`src/pkg/arpc_regs.vh`:
```
/*
 * Field positions, encodings, reset values and timing counts for the
 * converter setup decode block. Assumes nothing beyond a Verilog-2005 tool.
 */
`ifndef ARPC_REGS_VH
`define ARPC_REGS_VH

// ****************************************************************
// Setup byte fields
// ****************************************************************
`define ARPC_SETUP_ID_HI        7
`define ARPC_SETUP_ID_LO        6
`define ARPC_SETUP_ID_VAL       2'h1
`define ARPC_CLK_MODE_HI        5
`define ARPC_CLK_MODE_LO        4
`define ARPC_REF_SEL_HI         3
`define ARPC_REF_SEL_LO         2
`define ARPC_PAIR_SEL_HI        1
`define ARPC_PAIR_SEL_LO        0

// ****************************************************************
// Encodings
// ****************************************************************
`define ARPC_CLK_MODE_EXT       2'h3
`define ARPC_CLK_MODE_RESET     2'h2
`define ARPC_REF_SEL_INT        2'h0
`define ARPC_REF_SEL_EXT_SE     2'h1
`define ARPC_REF_SEL_DEFAULT    2'h2
`define ARPC_REF_SEL_EXT_DIFF   2'h3
`define ARPC_REF_SEL_RESET      2'h2
`define ARPC_PAIR_SEL_UNI       2'h2
`define ARPC_PAIR_SEL_BIP       2'h3

// ****************************************************************
// Pair registers: bit 7 is pair 0/1 down to bit 4 pair 6/7
// ****************************************************************
`define ARPC_PAIR_FIELD_HI      7
`define ARPC_PAIR_FIELD_LO      4
`define ARPC_PAIR_REG_RESET     8'h00

// ****************************************************************
// Pair function codes
// ****************************************************************
`define ARPC_PF_UNI_SE          2'h0
`define ARPC_PF_BIP_DIFF        2'h1
`define ARPC_PF_UNI_DIFF        2'h2

// ****************************************************************
// Timing, in external conversion clock cycles, and the external clock limit in kHz
// ****************************************************************
`define ARPC_AIN_WAKE_CYC       218
`define ARPC_TEMP_WAKE_CYC      244
`define ARPC_TEMP_OUT_CYC       188
`define ARPC_EXT_CLK_MAX_KHZ    3600

`endif

```
`src/core/arpc_ctrl.v`:
```
/*
 * Setup-byte decode, pair-configuration registers and reference power
 * sequencing for the externally clocked conversion mode.
 * Assumes a serial host drives cs_n, sclk and mosi; sclk is far slower than
 * clock (800 ns against 100 ns) so every edge is seen after synchronising.
 * Scan and temperature requests come from converter logic on clock.
 */
`timescale 1ns/100ps
`include "arpc_regs.vh"

module arpc_ctrl (
    input  wire        clock,
    input  wire        arst_n,
    input  wire        cs_n,
    input  wire        sclk,
    input  wire        mosi,
    input  wire        scan_req,
    input  wire        scan_done,
    input  wire        temp_req,
    input  wire [9:0]  temp_result,
    output reg         miso_ff,
    output reg         miso_oe_n_ff,
    output reg         ref_power_ff,
    output reg         conv_go_ff,
    output reg         temp_valid_ff,
    output reg  [1:0]  clock_mode_ff,
    output reg  [1:0]  ref_select_ff,
    output wire        adc_uses_int_ref,
    output wire        dac_uses_ref_pin,
    output reg  [7:0]  pair_unipolar_diff_config_ff,
    output reg  [7:0]  pair_bipolar_diff_config_ff,
    output wire [7:0]  pair_function
);
    localparam ST_IDLE  = 3'h0;
    localparam ST_WAKE  = 3'h1;
    localparam ST_CONV  = 3'h2;
    localparam ST_TWAKE = 3'h3;
    localparam ST_TOUT  = 3'h4;

    wire       cs_n_s;
    wire       sclk_s;
    wire       mosi_s;
    reg        sclk_d_ff;
    reg  [2:0] bit_cnt_ff;
    reg  [7:0] shift_ff;
    reg        data_pend_ff;
    reg        data_bip_ff;
    reg  [2:0] state_ff;
    reg  [2:0] nxt_state;
    reg  [7:0] cyc_ff;
    reg  [7:0] nxt_cyc;
    reg        ref_warm_ff;
    reg  [9:0] tshift_ff;
    wire       sclk_rise;
    wire       sclk_fall;
    wire [7:0] byte_in;
    wire       byte_done;
    wire       ext_mode;

    arpc_sync u_sync_cs (.clock(clock), .arst_n(arst_n), .din(cs_n), .dout(cs_n_s));
    arpc_sync u_sync_ck (.clock(clock), .arst_n(arst_n), .din(sclk), .dout(sclk_s));
    arpc_sync u_sync_di (.clock(clock), .arst_n(arst_n), .din(mosi), .dout(mosi_s));

    // ****************************************************************
    // Serial clock edges; in clock mode 11 these are the conversion clock
    // ****************************************************************
    always @(posedge clock or negedge arst_n) begin
        if (!arst_n)
            sclk_d_ff <= 1'b0;
        else
            sclk_d_ff <= sclk_s;
    end

    assign sclk_rise = sclk_s & ~sclk_d_ff & ~cs_n_s;
    assign sclk_fall = ~sclk_s & sclk_d_ff;
    assign byte_in   = {shift_ff[6:0], mosi_s};
    assign byte_done = sclk_rise && (bit_cnt_ff == 3'h7);
    assign ext_mode  = (clock_mode_ff == `ARPC_CLK_MODE_EXT);

    // ****************************************************************
    // Byte assembly and setup decode
    // ****************************************************************
    always @(posedge clock or negedge arst_n) begin
        if (!arst_n) begin
            bit_cnt_ff                   <= 3'h0;
            shift_ff                     <= 8'h00;
            data_pend_ff                 <= 1'b0;
            data_bip_ff                  <= 1'b0;
            clock_mode_ff                <= `ARPC_CLK_MODE_RESET;
            ref_select_ff                <= `ARPC_REF_SEL_RESET;
            pair_unipolar_diff_config_ff <= `ARPC_PAIR_REG_RESET;
            pair_bipolar_diff_config_ff  <= `ARPC_PAIR_REG_RESET;
        end else if (cs_n_s) begin
            // A frame cut short drops a pending data byte
            bit_cnt_ff   <= 3'h0;
            data_pend_ff <= 1'b0;
        end else if (sclk_rise) begin
            shift_ff   <= byte_in;
            bit_cnt_ff <= bit_cnt_ff + 3'h1;
            if (byte_done) begin
                if (data_pend_ff) begin
                    data_pend_ff <= 1'b0;
                    // Low nibble kept only as written; nothing decodes it
                    if (data_bip_ff)
                        pair_bipolar_diff_config_ff <= byte_in;
                    else
                        pair_unipolar_diff_config_ff <= byte_in;
                end else if (byte_in[`ARPC_SETUP_ID_HI:`ARPC_SETUP_ID_LO] == `ARPC_SETUP_ID_VAL) begin
                    clock_mode_ff <= byte_in[`ARPC_CLK_MODE_HI:`ARPC_CLK_MODE_LO];
                    ref_select_ff <= byte_in[`ARPC_REF_SEL_HI:`ARPC_REF_SEL_LO];
                    // Codes 00 and 01 leave the next byte as a fresh command
                    data_pend_ff  <= byte_in[`ARPC_PAIR_SEL_HI];
                    data_bip_ff   <= byte_in[`ARPC_PAIR_SEL_LO];
                end
            end
        end
    end

    // ****************************************************************
    // Pair function decode, two bits per pair, pair 0/1 in bits 1:0
    // ****************************************************************
    genvar gi;
    generate
        for (gi = 0; gi < 4; gi = gi + 1) begin : g_pair
            wire uni = pair_unipolar_diff_config_ff[`ARPC_PAIR_FIELD_HI - gi];
            wire bip = pair_bipolar_diff_config_ff[`ARPC_PAIR_FIELD_HI - gi];
            assign pair_function[2*gi+1:2*gi] = uni ? `ARPC_PF_UNI_DIFF :
                                                bip ? `ARPC_PF_BIP_DIFF : `ARPC_PF_UNI_SE;
        end
    endgenerate

    // Default code 10 is internal for the converter, pin reference for DAC
    assign adc_uses_int_ref = (ref_select_ff == `ARPC_REF_SEL_INT) ||
                              (ref_select_ff == `ARPC_REF_SEL_DEFAULT);
    assign dac_uses_ref_pin = (ref_select_ff != `ARPC_REF_SEL_INT);

    // ****************************************************************
    // Reference sequencing, counted on conversion clock edges
    // ****************************************************************
    always @* begin
        nxt_state = state_ff;
        nxt_cyc   = cyc_ff;
        case (state_ff)
            ST_IDLE: begin
                if (ext_mode && temp_req) begin
                    nxt_state = ST_TWAKE;
                    nxt_cyc   = 8'h00;
                end else if (ext_mode && scan_req && adc_uses_int_ref && !ref_warm_ff) begin
                    nxt_state = ST_WAKE;
                    nxt_cyc   = 8'h00;
                end else if (ext_mode && scan_req) begin
                    nxt_state = ST_CONV;
                end
            end
            ST_WAKE: begin
                if (sclk_rise) begin
                    nxt_cyc = cyc_ff + 8'h01;
                    if (cyc_ff == 8'd`ARPC_AIN_WAKE_CYC - 8'h01)
                        nxt_state = ST_CONV;
                end
            end
            ST_CONV: begin
                if (scan_done)
                    nxt_state = ST_IDLE;
            end
            ST_TWAKE: begin
                if (sclk_rise) begin
                    nxt_cyc = cyc_ff + 8'h01;
                    if (cyc_ff == 8'd`ARPC_TEMP_WAKE_CYC - 8'h01) begin
                        nxt_state = ST_TOUT;
                        nxt_cyc   = 8'h00;
                    end
                end
            end
            ST_TOUT: begin
                if (sclk_rise) begin
                    nxt_cyc = cyc_ff + 8'h01;
                    if (cyc_ff == 8'd`ARPC_TEMP_OUT_CYC - 8'h01)
                        nxt_state = ST_IDLE;
                end
            end
            default: begin
                nxt_state = ST_IDLE;
                nxt_cyc   = 8'h00;
            end
        endcase
    end

    always @(posedge clock or negedge arst_n) begin
        if (!arst_n) begin
            state_ff      <= ST_IDLE;
            cyc_ff        <= 8'h00;
            ref_warm_ff   <= 1'b0;
            ref_power_ff  <= 1'b0;
            conv_go_ff    <= 1'b0;
            temp_valid_ff <= 1'b0;
        end else begin
            state_ff      <= nxt_state;
            cyc_ff        <= nxt_cyc;
            conv_go_ff    <= (state_ff != ST_CONV) && (nxt_state == ST_CONV);
            temp_valid_ff <= (state_ff == ST_TOUT) && (nxt_state == ST_IDLE);
            if (nxt_state == ST_WAKE || nxt_state == ST_TWAKE)
                ref_power_ff <= 1'b1;
            else if (state_ff == ST_CONV && scan_done && adc_uses_int_ref)
                ref_power_ff <= 1'b0;
            else if (state_ff == ST_TOUT && nxt_state == ST_IDLE && !adc_uses_int_ref)
                ref_power_ff <= 1'b0;
            // Reference counts as settled only while powered after a wake
            if (state_ff == ST_WAKE && nxt_state == ST_CONV)
                ref_warm_ff <= 1'b1;
            else if (state_ff == ST_CONV && scan_done)
                ref_warm_ff <= 1'b0;
        end
    end

    // ****************************************************************
    // Temperature result out, msb first, changed on falling serial clock
    // ****************************************************************
    always @(posedge clock or negedge arst_n) begin
        if (!arst_n) begin
            tshift_ff    <= 10'h000;
            miso_ff      <= 1'b0;
            miso_oe_n_ff <= 1'b1;
        end else begin
            if (temp_valid_ff) begin
                tshift_ff    <= {temp_result[8:0], 1'b0};
                miso_ff      <= temp_result[9];
                miso_oe_n_ff <= 1'b0;
            end else if (cs_n_s) begin
                miso_oe_n_ff <= 1'b1;
            end else if (sclk_fall && !miso_oe_n_ff) begin
                miso_ff   <= tshift_ff[9];
                tshift_ff <= {tshift_ff[8:0], 1'b0};
            end
        end
    end
endmodule

```
`src/core/arpc_sync.v`:
```
/*
 * Two-flop synchroniser for one level from outside the clock domain.
 * Assumes the input is a plain level or a slow clock pin.
 */
`timescale 1ns/100ps

module arpc_sync (
    input  wire clock,
    input  wire arst_n,
    input  wire din,
    output wire dout
);
    reg meta_ff;
    reg sync_ff;

    // First flop feeds only the second
    always @(posedge clock or negedge arst_n) begin
        if (!arst_n) begin
            meta_ff <= 1'b0;
            sync_ff <= 1'b0;
        end else begin
            meta_ff <= din;
            sync_ff <= meta_ff;
        end
    end

    assign dout = sync_ff;
endmodule

```
`config.mk`:
```
export PLATFORM = sky130hd
export DESIGN_NAME = arpc_ctrl
export DESIGN_NICKNAME = d
export VERILOG_FILES = /design/src/core/arpc_ctrl.v /design/src/core/arpc_sync.v
export VERILOG_INCLUDE_DIRS = /design/src /design/src/pkg
export SDC_FILE = /design/constraint.sdc
export NUM_CORES = 1
export LEC_CHECK = 0
export BUFFER_PORTS_ARGS = -buffer_cell sky130_fd_sc_hd__buf_2
export CAP_MARGIN = 30
export CORE_ASPECT_RATIO = 2
export CORE_MARGIN = 4
export CORE_UTILIZATION = 59
export CTS_CLUSTER_SIZE = 25
export DETAILED_ROUTE_END_ITERATION = 8
export PLACE_DENSITY = 0.81
export SYNTH_ARGS = -nofsm -noshare
export SYNTH_HDL_FRONTEND = slang
export SYNTH_SLANG_ARGS = --single-unit
```
`constraint.sdc`:
```
create_clock -name clock -period 2.8 [get_ports clock]
set_input_delay 0.14 -clock clock [delete_from_list [all_inputs] [get_ports clock]]
set_output_delay 0.14 -clock clock [all_outputs]
set_load 0.01 [all_outputs]
```
==> results.py <==
metrics = {
    "outcome": {
        "status": "completed",
    },
    "setup_path": {
        "path_buf_inv": 0,
        "cpPeakStageDelay_ns": 0.54,
        "criticalPathCategory": "reg2reg",
        "path_cells": "or3b_4, or4_1, o221a_2, a211oi_2",
        "crit_family": "simple AND/OR/NAND/NOR gates",
        "required_ns": 3.06,
        "cp-start-kind": "register",
        "critPathCaptureType": "register",
        "critical_path.max_fanout": 12,
        "critPathSlowestCell": "or4_1",
        "crit_arrival_ns": 2.27,
    },
    "synth": {
        "synth_most_common_cell": "dfrtp_1",
        "syn_area_per_cell_um2": 11.5,
        "yosys.area.top_type": "dfrtp_1",
        "syn_inst": 258,
        "ys_async_sr_fraction_pct": 100,
        "netlist_top_cells_area": "dfrtp_1 52%, mux2_2 8.7%, nand2_1 5.2%",
        "synth-edff-count": 0,
        "netlist_area_um2": 2980,
        "ys_seq_area_share_pct": 54.8,
        "syn_nets": 280,
        "yosysUniqueCellTypes": 50,
        "synth.cells.most_frequent": "62 x dfrtp_1, 41 x nand2_1, 23 x mux2_2",
        "synth_seq_cells": 65,
        "synth_top_area_share_pct": 52.1,
        "yosysWarningCount": 0,
        "synthFlopType": "dfrtp_1",
    },
    "pwr": {
        "power_w": 0.00219,
        "powerDensity_nw_per_um2": 634,
        "peakVddDrop_uv": 589,
        "power.leakage_nw": 1.63,
    },
    "sta": {
        "hold-worst-slack_ns": 0.0198,
        "clock_skew_ns": 0.00820,
        "maxSlewViolCount": 0,
        "max_freq_mhz": 497,
        "finalCriticalPeriod_ns": 2.01,
        "slew_headroom_pct": 64.6,
        "hold_viol": 0,
        "fin_crit_sh_pct": 71.9,
        "fin_setup_tns_ns": 0,
        "setup_viol": 0,
        "tightest_slew_ns": 0.526,
        "rsz0062_at_grt": "false",
    },
    "global_routing": {
        "grt_overflow": 0,
        "grt_pass1_vias": 2280,
        "antenna_found_initial": 0,
        "grt_max_degree": 25,
        "grt_use_total_pct": 22.2,
        "grt_pass1_wl_mm": 10.5,
    },
    "placement": {
        "post-place-cells": 358,
        "port_buffers": 52,
        "hpwlAfterDp_mm": 4.56,
        "place.gp.congestion": 0.884,
    },
    "clocking": {
        "htree_levels": 3,
        "cts_buffers": 9,
        "clock_path_buffers": 2,
        "root_buffer": "clkbuf_8",
        "cts.sinks": 65,
        "path_clk_slew_ns": 0.06,
        "cts_setup_buffers": 0,
        "cts_tree": "yes",
        "cts_hold_buf": 6,
        "clkLatencyLatePin_ns": 0.34,
        "cts_resized": 0,
    },
    "finish": {
        "final_cells": 380,
        "syn_to_final_growth_pct": 16.0,
        "nNetsFinal": 340,
        "n_antenna_cell": 0,
        "final_layout_size_suffix_gt1_share_pct": 33.1,
    },
    "floorplanning": {
        "row_count": 36,
        "die_width_um": 58.2,
        "die_area_um2": 6310,
        "fp.dieH_um": 108,
        "io_pins": 53,
        "start_util_pct": 61.2,
        "core_um2": 4860,
    },
    "detailed_routing": {
        "routed_via_density": 5.72,
        "drcViolationCount": 0,
        "vias": 2172,
        "drtIter0Drc": 76,
        "wirelength_mm": 6.08,
        "wl_per_cell_um": 16.0,
        "dr.pass1.iters": 4,
        "ant_nets": 0,
    },
    "hold_path": {
        "hold_class": "in2reg",
    },
    "job": {
        "cap_violations": 0,
    },
}
==> worst reg2reg max path, stage by stage (launching register included) <==
cell	delay, ns
dfrtp_1	0.46
or3b_4	0.49
or4_1	0.54
o221a_2	0.26
a211oi_2	0.18
==> report_power, final <==
group	leakage, nW	total [W]	internal (W)	switching, W
clock	0.0757	0.000636	0.000322	0.000314
sequential	0.779	0.00115	0.00103	0.000125
combinational	0.777	0.000403	0.000182	0.000221
total	1.63	0.00219	0.00153	0.000660
==> flip-flops by register name, indices dropped and copies added, names as in the netlist, 2 cells and up <==
register / count
state_ff: 3
pair_unipolar_diff_config_ff: 8
clock_mode_ff: 2
bit_cnt_ff: 3
pair_bipolar_diff_config_ff: 8
shift_ff: 7
cyc_ff: 8
ref_select_ff: 2
tshift_ff: 9
==> per-stage QoR <==
step	utilization [%]	cell area, µm²	setup slack [ns]
after CTS	71.0	3450	0.800
after detailed placement	66.6	3240	0.806
after floorplan	-	2980	0.934
after global routing	71.0	3450	0.662
after global placement	66.6	3240	0.849
final	71.0	3450	0.786
==> layout make-up <==
type	instances	area, µm²
clock buffer	15	146
timing repair buffer	63	358
clock inverter	1	5.00
multi-input combinational	175	1230
fill	379	1410
tap	57	71.3
inverter	4	15.0
sequential	65	1630
==> cell families (layout without fill, tap and decap cells) <==
logic type      count (synthesis)  after routing  share of synthesized area, %
compound gates                 44             44                          10.2
xor+xnor                        1              1                         0.294
fa+ha+maj                       4              4                          1.68
buf+inv                        18             83                          4.20
flops                          65             65                          54.8
mux                            34             34                          12.4
simple gates                   92             92                          16.4
==> layout by cell type, fill, tap and decap left out, types with 7 or more instances in the layout <==
| cell type | netlist | routed |
|---|---|---|
| a21oi_1 | 9 | 9 |
| mux2i_1 | 11 | 11 |
| mux2_2 | 23 | 23 |
| nand2_1 | 41 | 41 |
| buf_2 | 3 | 52 |
| o21ai_0 | 15 | 15 |
| clkbuf_8 | 2 | 9 |
| dfrtp_1 | 62 | 62 |
| nor2_1 | 9 | 9 |
| nor2b_1 | 7 | 7 |
==> routing by layer <==
| metal | up-vias | routed length [µm] | track usage [%] |
|---|---|---|---|
| met2 | 63 | 3330 | 38.8 |
| met3 | 20 | 280 | 4.54 |
| met1 | 1058 | 2200 | 22.9 |
| met4 | 0 | 269 | 15.1 |
| met5 | - | 0 | 0 |
| li1 | 1031 | - | - |
==> final timing paths <==
| kind | start | end | slack, ns | cells after the start |
|---|---|---|---|---|
| min in group asynchronous | arst_n | pair_unipolar_diff_config_ff[4] | 0.31 | 2 |
| worst min-delay path | temp_result[5] | tshift_ff[6] | 0.02 | 3 |
| worst max register to register | u_sync_cs.dout | conv_go_ff | 0.79 | 4 |
| worst max-delay path | u_sync_cs.dout | conv_go_ff | 0.79 | 4 |
| worst min register to register | u_sync_ck.meta_ff | u_sync_ck.dout | 0.35 | 0 |
| max in group asynchronous | arst_n | miso_oe_n_ff | 1.74 | 3 |
(Power assumes the default switching activity.)
